File: src/luf_pkg.sv
// Package of constants and types for the lookup index and unknown forwarding block
//
// Summary of operation
// - Almost-full static write stores 12-bit entry address
// - Failed static write stores 10-bit bucket address unless almost-full fires in the same cycle
// - Learn fail on full static bucket stores bucket
// - Every host table access while clk_en is high stores its bucket
// - Precedence: unknown VLAN, then unicast, then multicast
// - Unicast forwarding only while its enable is set
// - Multicast forwarding only while its enable is set
// - VLAN forwarding only while its enable is set
// - All ones forwards everywhere, zeros nowhere
// - Three sticky event flags, write-one clear, masked
package luf_pkg;
    // ------------------------------------------------------------
    // Register indices and byte addresses
    // ------------------------------------------------------------
    localparam logic [11:0] LUF_IDX0_INDEX    = 12'h0316;
    localparam logic [11:0] LUF_IDX1_INDEX    = 12'h0318;
    localparam logic [11:0] LUF_IDX2_INDEX    = 12'h031a;
    localparam logic [11:0] LUF_UCAST_INDEX   = 12'h0320;
    localparam logic [11:0] LUF_MCAST_INDEX   = 12'h0324;
    localparam logic [11:0] LUF_VLAN_INDEX    = 12'h0328;
    localparam logic [11:0] LUF_INT_INDEX     = 12'h0314;
    localparam logic [11:0] LUF_MASK_INDEX    = 12'h0315;
    localparam logic [13:0] LUF_IDX0_ADDR     = {LUF_IDX0_INDEX, 2'b00};
    localparam logic [13:0] LUF_IDX1_ADDR     = {LUF_IDX1_INDEX, 2'b00};
    localparam logic [13:0] LUF_IDX2_ADDR     = {LUF_IDX2_INDEX, 2'b00};
    localparam logic [13:0] LUF_UCAST_ADDR    = {LUF_UCAST_INDEX, 2'b00};
    localparam logic [13:0] LUF_MCAST_ADDR    = {LUF_MCAST_INDEX, 2'b00};
    localparam logic [13:0] LUF_VLAN_ADDR     = {LUF_VLAN_INDEX, 2'b00};
    localparam logic [13:0] LUF_INT_ADDR      = {LUF_INT_INDEX, 2'b00};
    localparam logic [13:0] LUF_MASK_ADDR     = {LUF_MASK_INDEX, 2'b00};
    // ------------------------------------------------------------
    // Field positions and reset values
    // ------------------------------------------------------------
    localparam int          LUF_EN_BIT        = 31;
    localparam int          LUF_PORTS         = 7;
    localparam int          LUF_ENTRY_W       = 12;
    localparam int          LUF_BUCKET_W      = 10;
    localparam int          LUF_LEARN_BIT     = 2;
    localparam int          LUF_AFULL_BIT     = 1;
    localparam int          LUF_WFAIL_BIT     = 0;
    localparam logic [15:0] LUF_IDX_RST       = 16'h0000;
    localparam logic [31:0] LUF_CTRL_RST      = 32'h0000_0000;
    localparam logic [2:0]  LUF_INT_RST       = 3'h0;
    localparam logic [2:0]  LUF_MASK_RST      = 3'h7;
    // ------------------------------------------------------------
    // Types
    // ------------------------------------------------------------
    typedef struct packed {
        logic                    en;
        logic [LUF_PORTS-1:0]    ports;
    } luf_ctrl_t;
    typedef struct packed {
        logic                    valid;
        logic                    vlan;
        logic                    ucast;
        logic                    mcast;
    } luf_pkt_t;
    typedef enum logic [1:0] {
        LUF_CAT_NONE,
        LUF_CAT_VLAN,
        LUF_CAT_UCAST,
        LUF_CAT_MCAST
    } luf_cat_t;
endpackage : luf_pkg

File: src/luf_regs.sv
// Lookup index registers, unknown forwarding controls and port decision
//
// Decided for this implementation: the APB slave port.
`timescale 1ns/10ps
module luf_regs (
    input  wire logic                                  pclk,
    input  wire logic                                  presetn,
    input  wire logic                                  clk_en,
    input  wire logic                                  psel,
    input  wire logic                                  penable,
    input  wire logic                                  pwrite,
    input  wire logic [15:0]                           paddr,
    input  wire logic [31:0]                           pwdata,
    output logic      [31:0]                           prdata,
    output logic                                       pready,
    output logic                                       pslverr,
    input  wire logic                                  afull_evt,
    input  wire logic [luf_pkg::LUF_ENTRY_W-1:0]       afull_entry,
    input  wire logic                                  wfail_evt,
    input  wire logic [luf_pkg::LUF_BUCKET_W-1:0]      wfail_bucket,
    input  wire logic                                  learn_fail_evt,
    input  wire logic [luf_pkg::LUF_BUCKET_W-1:0]      learn_fail_bucket,
    input  wire logic                                  host_acc_evt,
    input  wire logic [luf_pkg::LUF_BUCKET_W-1:0]      host_acc_bucket,
    input  wire luf_pkg::luf_pkt_t                     pkt_in,
    output luf_pkg::luf_cat_t                          fwd_cat,
    output logic                                       fwd_valid,
    output logic      [luf_pkg::LUF_PORTS-1:0]         fwd_ports,
    output logic                                       irq
);
    // ------------------------------------------------------------
    // State
    // ------------------------------------------------------------
    logic [15:0]              idx0_reg;
    logic [15:0]              idx1_reg;
    logic [15:0]              idx2_reg;
    luf_pkg::luf_ctrl_t       ucast_reg;
    luf_pkg::luf_ctrl_t       mcast_reg;
    luf_pkg::luf_ctrl_t       vlan_reg;
    logic [2:0]               int_reg;
    logic [2:0]               mask_reg;
    logic [2:0]               int_next;
    logic [2:0]               evt_vec;
    logic [2:0]               w1c;
    logic [31:0]              rd_next;
    logic                     hit;
    logic                     acc;
    logic                     wr;
    logic [13:0]              a;
    luf_pkg::luf_cat_t        cat_next;
    logic [6:0]               ports_next;
    logic                     fv_next;

    assign a   = paddr[13:0];
    assign acc = psel && penable && !pready && clk_en;
    assign wr  = psel && penable && pready && pwrite && hit && clk_en;

    // ------------------------------------------------------------
    // Read decode
    // ------------------------------------------------------------
    always_comb begin
        hit     = 1'b1;
        rd_next = 32'h0000_0000;
        case (a)
            luf_pkg::LUF_IDX0_ADDR:  rd_next[15:0] = idx0_reg;
            luf_pkg::LUF_IDX1_ADDR:  rd_next[15:0] = idx1_reg;
            luf_pkg::LUF_IDX2_ADDR:  rd_next[15:0] = idx2_reg;
            luf_pkg::LUF_UCAST_ADDR: rd_next = {ucast_reg.en, 24'h00_0000, ucast_reg.ports};
            luf_pkg::LUF_MCAST_ADDR: rd_next = {mcast_reg.en, 24'h00_0000, mcast_reg.ports};
            luf_pkg::LUF_VLAN_ADDR:  rd_next = {vlan_reg.en, 24'h00_0000, vlan_reg.ports};
            luf_pkg::LUF_INT_ADDR:   rd_next[2:0] = int_reg;
            luf_pkg::LUF_MASK_ADDR:  rd_next[2:0] = mask_reg;
            default:                 hit = 1'b0;
        endcase
        if (paddr[15:14] != 2'b00) begin
            hit = 1'b0;
        end
    end

    // ------------------------------------------------------------
    // APB handshake, one wait state
    // ------------------------------------------------------------
    always_ff @(posedge pclk or negedge presetn) begin
        if (!presetn) begin
            pready  <= 1'b0;
            pslverr <= 1'b0;
            prdata  <= 32'h0000_0000;
        end else if (clk_en) begin
            pready  <= acc;
            pslverr <= acc && !hit;
            if (acc && !pwrite) begin
                prdata <= hit ? rd_next : 32'h0000_0000;
            end
        end
    end

    // ------------------------------------------------------------
    // Index registers
    // ------------------------------------------------------------
    always_ff @(posedge pclk or negedge presetn) begin
        if (!presetn) begin
            idx0_reg <= luf_pkg::LUF_IDX_RST;
            idx1_reg <= luf_pkg::LUF_IDX_RST;
            idx2_reg <= luf_pkg::LUF_IDX_RST;
        end else if (clk_en) begin
            if (afull_evt) begin
                idx0_reg <= {4'h0, afull_entry};
            end else if (wfail_evt) begin
                idx0_reg <= {6'h00, wfail_bucket};
            end
            if (learn_fail_evt) begin
                idx1_reg <= {6'h00, learn_fail_bucket};
            end
            if (host_acc_evt) begin
                idx2_reg <= {6'h00, host_acc_bucket};
            end
        end
    end

    // ------------------------------------------------------------
    // Forwarding control registers
    // ------------------------------------------------------------
    always_ff @(posedge pclk or negedge presetn) begin
        if (!presetn) begin
            ucast_reg <= {luf_pkg::LUF_CTRL_RST[31], luf_pkg::LUF_CTRL_RST[6:0]};
            mcast_reg <= {luf_pkg::LUF_CTRL_RST[31], luf_pkg::LUF_CTRL_RST[6:0]};
            vlan_reg  <= {luf_pkg::LUF_CTRL_RST[31], luf_pkg::LUF_CTRL_RST[6:0]};
            mask_reg  <= luf_pkg::LUF_MASK_RST;
        end else if (wr) begin
            case (a)
                luf_pkg::LUF_UCAST_ADDR: ucast_reg <= {pwdata[luf_pkg::LUF_EN_BIT], pwdata[6:0]};
                luf_pkg::LUF_MCAST_ADDR: mcast_reg <= {pwdata[luf_pkg::LUF_EN_BIT], pwdata[6:0]};
                luf_pkg::LUF_VLAN_ADDR:  vlan_reg  <= {pwdata[luf_pkg::LUF_EN_BIT], pwdata[6:0]};
                luf_pkg::LUF_MASK_ADDR:  mask_reg  <= pwdata[2:0];
                default: ;
            endcase
        end
    end

    // ------------------------------------------------------------
    // Sticky interrupt flags, set wins over clear
    // ------------------------------------------------------------
    always_comb begin
        evt_vec = 3'h0;
        evt_vec[luf_pkg::LUF_LEARN_BIT] = learn_fail_evt;
        evt_vec[luf_pkg::LUF_AFULL_BIT] = afull_evt;
        evt_vec[luf_pkg::LUF_WFAIL_BIT] = wfail_evt;
        w1c      = (wr && a == luf_pkg::LUF_INT_ADDR) ? pwdata[2:0] : 3'h0;
        int_next = (int_reg & ~w1c) | evt_vec;
    end

    always_ff @(posedge pclk or negedge presetn) begin
        if (!presetn) begin
            int_reg <= luf_pkg::LUF_INT_RST;
            irq     <= 1'b0;
        end else if (clk_en) begin
            int_reg <= int_next;
            irq     <= |(int_next & ~mask_reg);
        end
    end

    // ------------------------------------------------------------
    // Unknown-category forwarding decision
    // ------------------------------------------------------------
    always_comb begin
        cat_next   = luf_pkg::LUF_CAT_NONE;
        ports_next = 7'h00;
        fv_next    = pkt_in.valid;
        if (pkt_in.vlan) begin
            cat_next   = luf_pkg::LUF_CAT_VLAN;
            ports_next = vlan_reg.en ? vlan_reg.ports : 7'h00;
        end else if (pkt_in.ucast) begin
            cat_next   = luf_pkg::LUF_CAT_UCAST;
            ports_next = ucast_reg.en ? ucast_reg.ports : 7'h00;
        end else if (pkt_in.mcast) begin
            cat_next   = luf_pkg::LUF_CAT_MCAST;
            ports_next = mcast_reg.en ? mcast_reg.ports : 7'h00;
        end
    end

    always_ff @(posedge pclk or negedge presetn) begin
        if (!presetn) begin
            fwd_cat   <= luf_pkg::LUF_CAT_NONE;
            fwd_valid <= 1'b0;
            fwd_ports <= 7'h00;
        end else if (clk_en) begin
            fwd_cat   <= cat_next;
            fwd_valid <= fv_next;
            fwd_ports <= ports_next;
        end
    end
endmodule : luf_regs

File: config.mk
export PLATFORM = sky130hd
export DESIGN_NAME = luf_regs
export DESIGN_NICKNAME = d
export VERILOG_FILES = /design/src/luf_pkg.sv /design/src/luf_regs.sv
export SDC_FILE = /design/constraint.sdc
export NUM_CORES = 1
export LEC_CHECK = 0
export ABC_AREA = 1
export BUFFER_PORTS_ARGS = -buffer_cell sky130_fd_sc_hd__buf_4
export CELL_PAD_IN_SITES_DETAIL_PLACEMENT = 0
export CELL_PAD_IN_SITES_GLOBAL_PLACEMENT = 2
export CORE_MARGIN = 3
export CORE_UTILIZATION = 28
export DETAILED_ROUTE_END_ITERATION = 7
export GPL_ROUTABILITY_DRIVEN = 0
export HOLD_SLACK_MARGIN = 0.02
export MAX_ROUTING_LAYER = met4
export PLACE_DENSITY_LB_ADDON = 0.1
export SLEW_MARGIN = 5
export SYNTH_ARGS = -nofsm -noshare
export SYNTH_HDL_FRONTEND = slang
export SYNTH_SLANG_ARGS = --single-unit
File: constraint.sdc
create_clock -name pclk -period 1.5 [get_ports pclk]
set_input_delay 0.15 -clock pclk [delete_from_list [all_inputs] [get_ports pclk]]
set_output_delay 0.15 -clock pclk [all_outputs]
set_load 0.01 [all_outputs]
Yosys cells after proc, flatten, opt, wreduce, memory -nomap -nowiden
Cells that the tools add are included.

word-level totals
  input bits = 104
  output and inout port bits = 45
  register bits = 111

cells by class
  equality and inequality tests = 8
  bitwise operators = 5
  multiplexer cells = 18
  reduce and logical (&&, ||, !) cells = 25

operators with widths
  operator                                                           number
  14-bit by 12-bit == test with 1-bit output, second input constant  8
  13-bit case mux with 6 select lines                                1
  16-bit case mux with 3 select lines                                1
  7-bit 2-to-1 mux                                                   6
  16-bit 2-to-1 mux                                                  2
  32-bit 2-to-1 mux                                                  1
  3-bit case mux with 8 select lines                                 1
  2-bit AND reduction                                                8
  1-bit logical AND                                                  10
  8-bit OR reduction                                                 1
  3-bit bitwise AND                                                  2
  2-bit 2-to-1 mux                                                   3
  3-bit NOT                                                          2
  2-bit nonzero test                                                 2
  1-bit logical NOT                                                  3
  3-bit 2-to-1 mux                                                   1
  3-bit OR                                                           1
  3-bit OR reduction                                                 1
  1-bit 2-to-1 mux                                                   2

Logic depth before layout (Yosys ltp)
Gate-level depths: netlist (run 1).

  depth in word-level cells = 13
  mapped depth = 15
  gate-level depth less buffers = 15

Worst setup path before layout (run 1)
Ideal clock, no wire load.

  path kind = input port to flip-flop
  start = input paddr[9]
  end = register ucast_reg[4] (netlist name)
  setup time = 0.118 ns
  stages = 12
  slack = -0.295 ns
  arrival time = 1.677 ns
  path buffers = 1
  path through = or2_1 nor2_4 nand2_1 nand2_1 nor2_1 nand2_1 nand2_2 nor4_4 nand2_2 buf_6 nand2_1 o21ai_2

on the way
  cells in the longest elaborated chain, start to end = 7

RTL lines
  what                                                           RTL line                         text
  from (decl)                                                    luf_regs.sv:12                   input wire logic [15:0] paddr,
  14-bit by 12-bit == test with 1-bit output (on tied branches)  luf_regs.sv:64, luf_regs.sv:130
  8-bit OR reduction (no line)                                   n/a
  1-bit 2-to-1 mux                                               luf_regs.sv:64                   case (a)
  1-bit 2-to-1 mux                                               luf_regs.sv:75                   if (paddr[15:14] != 2'b00) begin
  1-bit logical AND (2 in a row)                                 luf_regs.sv:56                   assign wr = psel && penable && pready && pwrite && hit && clk_en;
  2-bit AND reduction (no line) *                                n/a
  to (signal assigned)                                           luf_regs.sv:125                  ucast_reg <= {luf_pkg::LUF_CTRL_RST[31], luf_pkg::LUF_CTRL_RST[6:0]};
  to (signal assigned)                                           luf_regs.sv:131                  luf_pkg::LUF_UCAST_ADDR: ucast_reg <= {pwdata[luf_pkg::LUF_EN_BIT], pwdata[6:0]};
  to (decl)                                                      luf_regs.sv:37                   luf_pkg::luf_ctrl_t ucast_reg;

Mark *: on every way between the ends. The rest lies on a longest branch, timed or not.
A chain may end at the register's enable or synchronous reset.

Worst setup path in the final report (run 1)
  start = input paddr[9]
  end = register mcast_reg[1] (netlist name)

on the way
  cells in the longest elaborated chain, start to end = 7

RTL lines
  what                                                           RTL line                         text
  14-bit by 12-bit == test with 1-bit output (on tied branches)  luf_regs.sv:64, luf_regs.sv:130
  8-bit OR reduction (no line)                                   n/a
  1-bit 2-to-1 mux                                               luf_regs.sv:64
  1-bit 2-to-1 mux                                               luf_regs.sv:75
  1-bit logical AND (2 in a row)                                 luf_regs.sv:56
  2-bit AND reduction (no line) *                                n/a
  to (signal assigned)                                           luf_regs.sv:126                  mcast_reg <= {luf_pkg::LUF_CTRL_RST[31], luf_pkg::LUF_CTRL_RST[6:0]};
  to (signal assigned)                                           luf_regs.sv:132                  luf_pkg::LUF_MCAST_ADDR: mcast_reg <= {pwdata[luf_pkg::LUF_EN_BIT], pwdata[6:0]};
  to (decl)                                                      luf_regs.sv:38                   luf_pkg::luf_ctrl_t mcast_reg;

Marks and branches as above.

==> metrics.md, run 1 <==
| Metric | Value |
|---|---|
| Kind of critical path | `input pin to flop` |
| Clock-pin transition on the worst setup and hold timing paths | `0.07 ns` |
| Area Overhead vs Synth | `50.5%` |
| Largest vdd supply drop | `0.000511 V` |
| Hold Violations, Final | `0` |
| Hold WS | `0.0334 ns` |
| Hold Path Class | `input pin to flop` |
| Total Power | `5.49 mW` |
| Synth Register Bits | `88` |
| Synthesized area | `0.00435 mm2` |
| Pwr/cell area | `839 mW/mm2` |
| DR pass1 iterations | `4` |
| P_leak | `3.15 nW` |
| Ys Warns | `0` |
| Failing checks | `negative setup slack` |
| Achievable Freq | `599 MHz` |
| DRC Markers | `0` |
| Via density | `4.68` |
| CTS max path bufs | `2` |
| Register area share after synthesis | `0.507` |
| Dpl ws | `-0.508 ns` |
| Total global-route track usage | `0.177` |
| ANT cells | `0` |
| Relative slew slack | `0.653` |
| I/O Pins | `149` |
| Area share of and/or/nand/nor cells after synthesis | `0.214` |
| Largest family of logic cells by synthesized area | `simple AND/OR/NAND/NOR gates` |
| Initial Util | `0.293` |
| Max reg flops | `13` |
| Synth Area in XOR/XNOR | `0` |
| Num CTS Buffers | `9` |
| CTS tree | `yes` |
| Antenna-violating nets left | `0` |
| CP Max Fanout | `8` |
| Final WL | `14800 um` |
| Synth top area share | `0.489` |
| DIE HEIGHT | `131 um` |
| Die X | `131 um` |
| Mux cell area share after synthesis | `0.0285` |
| Largest net degree at the start of global routing | `35` |
| Share of cells above drive strength 1 | `0.410` |
| Post-route setup slack | `-0.169 ns` |
| Die Area | `0.0171 mm2` |
| Post-synth cell types | `39` |
| Most used DFF post-synth | `dfrtp_1` |
| Status | `complete, but fails checks` |
| Commonest non-fill, non-tap cells in the layout | `buf_4 (157), nand2_1 (101), dfrtp_1 (85)` |
| Post-synth EDFFs | `0` |
| Post-synth ARST share | `1.00` |
| Max-Cap Viols | `0` |
| Synth area leaders | `dfrtp_1 (49%), nand2_1 (12%), nor2_1 (4.9%)` |
| Fin crit period | `1.67 ns` |
| Core area | `0.0149 mm2` |
| Post-Synth Adder-Cell Area | `0` |
| Syn Inst Count | `521` |
| Vias | `4127` |
| Final #Nets | `796` |
| Vias in the first global route | `4040` |
| 1st-iter DRT viols | `273` |
| # fillers | `1508` |
| CP startpoint kind | `input pin` |
| RSZ-0062 raised after global routing | `yes` |
| Final Max Tran Viols | `0` |
| Clock Root Buffer | `clkbuf_16` |
| Multi-input gate area in the final layout | `0.00214 mm2` |
| Clock Latency Late Sink | `0.35 ns` |
| Worst EP arrival | `1.89 ns` |
| Worst Tran Pin Value | `0.517 ns` |
| Fin crit share | `1.11` |
| Largest area contributor in the netlist | `dfrtp_1` |
| Number of buffers added on ports | `105` |
| Initial antenna violation count | `0` |
| Setup TNS | `-4.16 ns` |
| Global-route wire length before repair | `22000 um` |
| Commonest non-fill, non-tap cell in the layout | `buf_4` |
| FF/Latch Area | `0.00221 mm2` |
| Routed len/inst | `16.9 um` |
| FP Rows | `44` |
| Total grt overflow | `0` |
| Htree depth | `3` |
| Compound-Gate Fraction of Synth Area | `0.152` |
| Total clock sinks | `88` |
| Critical Path End Type | `flop` |
| Syn avg cell area | `8.35 um2` |
| Finish-stage setup viols | `35` |
| Dpl hpwl | `11100 um` |
| Required time worst endpoint | `1.72 ns` |
| Max Clock Skew | `0.00877 ns` |
-- area by class of cell --
cell class,instances,share of cell area
Clock inverter,4,0.00822
Timing Repair Buffer,174,0.221
Inverter,56,0.0334
Multi-Input combinational cell,363,0.327
Sequential cell,88,0.337
Tap cell,184,0.0352
Clock buffer,12,0.0376
-- cells by family (layout without fill, tap and decap cells) --
logic type | Yosys count | after routing
DFF | 88 | 88
and+or+nand+nor | 228 | 229
buffers and inverters | 89 | 246
muxes | 11 | 11
other | 1 | 19
AOI/OAI and AO/OA | 104 | 104
-- path summary, 6_finish.rpt --
check	start	endpoint	slack (ns)	cells after the start
worst max-delay path	paddr[9]	mcast_reg[1]	-0.17	14
worst min-delay path	learn_fail_bucket[2]	idx1_reg[2]	0.03	2
worst max register to register	pready	pslverr	-0.03	9
worst min register to register	mask_reg[2]	mask_reg[2]	0.48	2
max in group asynchronous	presetn	mask_reg[2]	0.67	3
min in group asynchronous	presetn	fwd_cat[1]	0.26	2
-- routing by layer --
metal  share of wire  GRT usage  up-vias
met5               0          -        -
met4          0.0095     0.0363        0
met3           0.057     0.0415       13
met2            0.47      0.271      111
met1            0.46      0.242     1979
li1                -          -     2024
-- power breakdown --
group | internal (mW) | switching (mW)
logic | 0.308 | 0.332
clock network | 1.34 | 0.950
registers | 2.50 | 0.0585
total | 4.15 | 1.34
-- worst max-delay path, stage by stage --
cell and delay [ns]:
buf_6 0.09, or2_4 0.27, nor2_4 0.21, nand2_2 0.09, nand2_2 0.08, nor2_1 0.04, nand2_1 0.09, nand2_2 0.08
nor4_4 0.22, buf_6 0.22, nand2_8 0.08, buf_12 0.16, nand2_2 0.05, o21ai_1 0.05
-- Yosys cell counts, types with 5 or more instances --
cell	count
a31oi_1	11
a221oi_1	5
a21oi_1	11
o211ai_1	5
nand3_1	14
mux2_2	11
nand2_2	5
clkbuf_1	10
o21ai_0	27
nor2_1	57
dfrtp_1	85
o21ai_1	17
buf_4	19
nand2_1	140
o21ai_2	7
a32oi_1	5
inv_1	53
-- what timing repair did --
action                                  4_1_cts  5_1_grt
buffers inserted                             10        3
endpoints found under the setup margin       40       43
resized for setup                            38       88
hold endpoints to repair                     22        0
cloned                                        1        3
pin swaps                                    23       19
hold buffers                                  2        0
-- per-stage QoR --
step,utilization,instances,area (um2)
final,0.441,881,6550
after global routing,0.441,881,6550
after CTS,0.413,876,6140
after detailed placement,0.380,847,5650
after global placement,0.380,847,5650
after floorplan,-,539,4420
Power figures use the tool's default switching activity.
==> run 2: changes to the inputs <==
clock period = 1.85 ns   (was 1.5 ns; I/O delays follow)
==> run 2 against run 1 <==
Effect of this change:
- the run now ends clean
- clock-buffer cell count down 3
- non-clock buffer count fell by 28
- final area decreased by 10%
- hold slack gained 0.022 ns
- register-to-register slack improved by 0.20 ns
- global-route usage down 1.0 points
- sequential power down 19%
- clock skew down 0.0028 ns
- setup slack improved by 0.31 ns
- via count fell by 5.3%
- clock power down 18%
- combinational power fell by 26%
- largest power group unchanged
- highest routed layer unchanged
==> metrics.md, run 2 (synthesized netlist as in run 1, its figures left out) <==
| Metric | Value |
|---|---|
| Status | `finished clean (was complete, but fails checks)` |
| 1st-iter DRT viols | `171 (was 273)` |
| Final WL | `13700 um (was 14800 um)` |
| CP startpoint kind | `input pin (unchanged)` |
| Initial Util | `0.293 (unchanged)` |
| DIE HEIGHT | `131 um (unchanged)` |
| Crit-path slowest cell | `or2_4 (unchanged)` |
| Pint | `3.31 mW (was 4.15 mW)` |
| Max reg flops | `13 (unchanged)` |
| Reg2Reg Depth | `9 (unchanged)` |
| CTS tree | `yes (unchanged)` |
| Clock Root Buffer | `clkbuf_16 (unchanged)` |
| ANT cells | `0 (unchanged)` |
| Clock power frac | `0.425 (was 0.417)` |
| P_leak | `2.90 nW (was 3.15 nW)` |
| Clock-pin transition on the worst setup and hold timing paths | `0.07 ns (about the same)` |
| Fin crit period | `1.71 ns` |
| Area Overhead vs Synth | `35.5% (was 50.5%)` |
| Achievable Freq | `586 MHz` |
| Num CTS Buffers | `9 (unchanged)` |
| Worst Tran Pin Value | `0.750 ns (was 0.517 ns)` |
| FF-to-FF Start | `pready (unchanged)` |
| Largest net degree at the start of global routing | `89 (was 35)` |
| Required time worst endpoint | `2.08 ns (was 1.72 ns)` |
| Clock Latency Late Sink | `0.35 ns (about the same)` |
| Reg2reg end | `irq (was pslverr)` |
| Hold Path Class | `input pin to flop (unchanged)` |
| Worst path most repeated cell | `nand2_1 (was nand2_2)` |
| Vias in the first global route | `3845 (was 4040)` |
| Finish-stage setup viols | `0 (was 35)` |
| Part of the power in registers | `0.469 (was 0.467)` |
| Vias | `3909 (was 4127)` |
| Final Max Tran Viols | `0 (unchanged)` |
| Pwr/cell area | `752 mW/mm2 (was 839 mW/mm2)` |
| Via density | `4.58 (was 4.68)` |
| DR pass1 iterations | `4 (unchanged)` |
| Hold Violations, Final | `0 (unchanged)` |
| Multi-input gate area in the final layout | `0.00181 mm2 (was 0.00214 mm2)` |
| Routed len/inst | `16.0 um (was 16.9 um)` |
| Fin crit share | `0.922` |
| Reg-to-reg setup timing slack | `0.17 ns (was -0.03 ns)` |
| Max-Cap Viols | `0 (unchanged)` |
| Share of cells above drive strength 1 | `0.293 (was 0.410)` |
| Critical Path End Type | `flop (unchanged)` |
| Antenna-violating nets left | `0 (unchanged)` |
| Core area | `0.0149 mm2 (unchanged)` |
| CP Max Fanout | `10 (was 8)` |
| Die X | `131 um (unchanged)` |
| I/O Pins | `149 (unchanged)` |
| Relative slew slack | `0.496 (was 0.653)` |
| Kind of critical path | `input pin to flop (unchanged)` |
| DRC Markers | `0 (unchanged)` |
| Commonest non-fill, non-tap cell in the layout | `buf_4 (unchanged)` |
| Htree depth | `3 (unchanged)` |
| # fillers | `1598 (was 1508)` |
| FP Rows | `44 (unchanged)` |
| Total grt overflow | `0 (unchanged)` |
| Max Clock Skew | `0.00599 ns (was 0.00877 ns)` |
| Total clock sinks | `88 (unchanged)` |
| Total global-route track usage | `0.167 (was 0.177)` |
| Worst hold endpoint | `fwd_valid (was idx1_reg[2])` |
| Largest vdd supply drop | `0.000415 V (was 0.000511 V)` |
| Worst EP arrival | `1.93 ns (was 1.89 ns)` |
| Hold Path Depth | `3 (was 2)` |
| HP Start | `pkt_in[3] (was learn_fail_bucket[2])` |
| Die Area | `0.0171 mm2 (unchanged)` |
| Final #Nets | `768 (was 796)` |
| Sw Ratio | `0.253 (was 0.244)` |
| FF/Latch Area | `0.00221 mm2 (unchanged)` |
| Commonest non-fill, non-tap cells in the layout | `buf_4 (142), nand2_1 (138), dfrtp_1 (85) (was buf_4 (157), nand2_1 (101), dfrtp_1 (85))` |
| CTS max path bufs | `2 (unchanged)` |
| Initial antenna violation count | `0 (unchanged)` |
| Max incr delay on CP | `0.27 ns (about the same)` |
| Comb pwr share | `0.106 (was 0.117)` |
| Global-route wire length before repair | `20800 um (was 22000 um)` |
| Critical Path, Cell by Cell | `buf_4, or2_4, nor2_4, nand2_1, nand2_1, nor2_1, nand2_1, nand2_2, nor4_4, buf_4, nand2_2, buf_4, nand2_1, o21ai_1 (was buf_6, or2_4, nor2_4, nand2_2, nand2_2, nor2_1, nand2_1, nand2_2, nor4_4, buf_6, nand2_8, buf_12, nand2_2, o21ai_1)` |
| Total Power | `4.43 mW (was 5.49 mW)` |
| Final Util | `0.397 (was 0.441)` |
| Number of buffers added on ports | `105 (unchanged)` |
| Dpl hpwl | `10500 um (was 11100 um)` |
| NetSw | `1.12 mW (was 1.34 mW)` |
## run 2: cell count changes in the layout (fill, tap and decap cells not counted), sizes merged
| cell | before | now |
|---|---|---|
| clkinvlp | 4 | 2 |
| dlygate4sd3 | 2 | 1 |
| inv | 51 | 55 |
| clkinv | 4 | 5 |
| buf | 170 | 145 |
| clkbuf | 14 | 9 |
## run 2: power groups by stage
stage               clock network, mW  registers, mW  logic (mW)
floorplan                           0           2.11       0.230
global placement                    0           2.11       0.467
detailed placement                  0           2.12       0.473
CTS                              1.94           2.08       0.476
global route                     2.03           2.09       0.531
finish                           1.88           2.08       0.472
## run 2: worst max-delay path: cells and delay by family
kind,cells,cell delay [ns]
and+or+nand+nor,10,1.22
buffers and inverters,3,0.45
AOI/OAI and AO/OA,1,0.06
## run 2: cell type report
cell class              count  area share
repair buffers            146       0.193
clock inverters             7      0.0136
well taps                 184      0.0390
clock buffers               9      0.0382
inverters                  56      0.0356
flip-flops and latches     88       0.374
multi-input cells         363       0.307
## run 2: how the worst max path moves through the flow
stage                     cells past startpoint  startpoint            to  slack (ns)
after floorplan                              12    paddr[9]  ucast_reg[4]        0.02
final                                        14    paddr[9]  ucast_reg[0]        0.14
after global routing                         15    paddr[1]  mcast_reg[7]       -0.01
after detailed placement                     11    paddr[9]   mask_reg[2]       -0.29
after CTS                                    11    paddr[9]   mask_reg[2]        0.06
after global placement                       11    paddr[9]   mask_reg[1]       -0.18
## run 2: metal layers
metal  wire, um  GRT usage  up-vias  share of wire
li1           -          -     1963              -
met1       6770      0.235     1834           0.50
met2       6080      0.248       95           0.45
met3        592     0.0313       17          0.043
met4        213     0.0454        0          0.016
met5          0          -        -              0
## run 2: what timing repair did
| action | CTS | global route |
|---|---|---|
| hold buffers | 1 | 0 |
| hold endpoints to repair | 85 | 0 |
| endpoints found under the setup margin | 0 | 28 |
| setup buffers | 0 | 1 |
| resized for setup | 0 | 6 |
## run 2: per-stage QoR
stage               hold WS (ns)  instances  worst slack (ns)  cell area (um2)  TNS [ns]
floorplan                 -0.111        539            0.0195             4420         0
global placement           0.271        834            -0.185             5550     -5.78
detailed placement         0.276        834            -0.287             5550     -8.62
CTS                       0.0476        851            0.0607             5870         0
global route              0.0585        853           -0.0124             5900   -0.0329
finish                    0.0553        853             0.144             5900         0
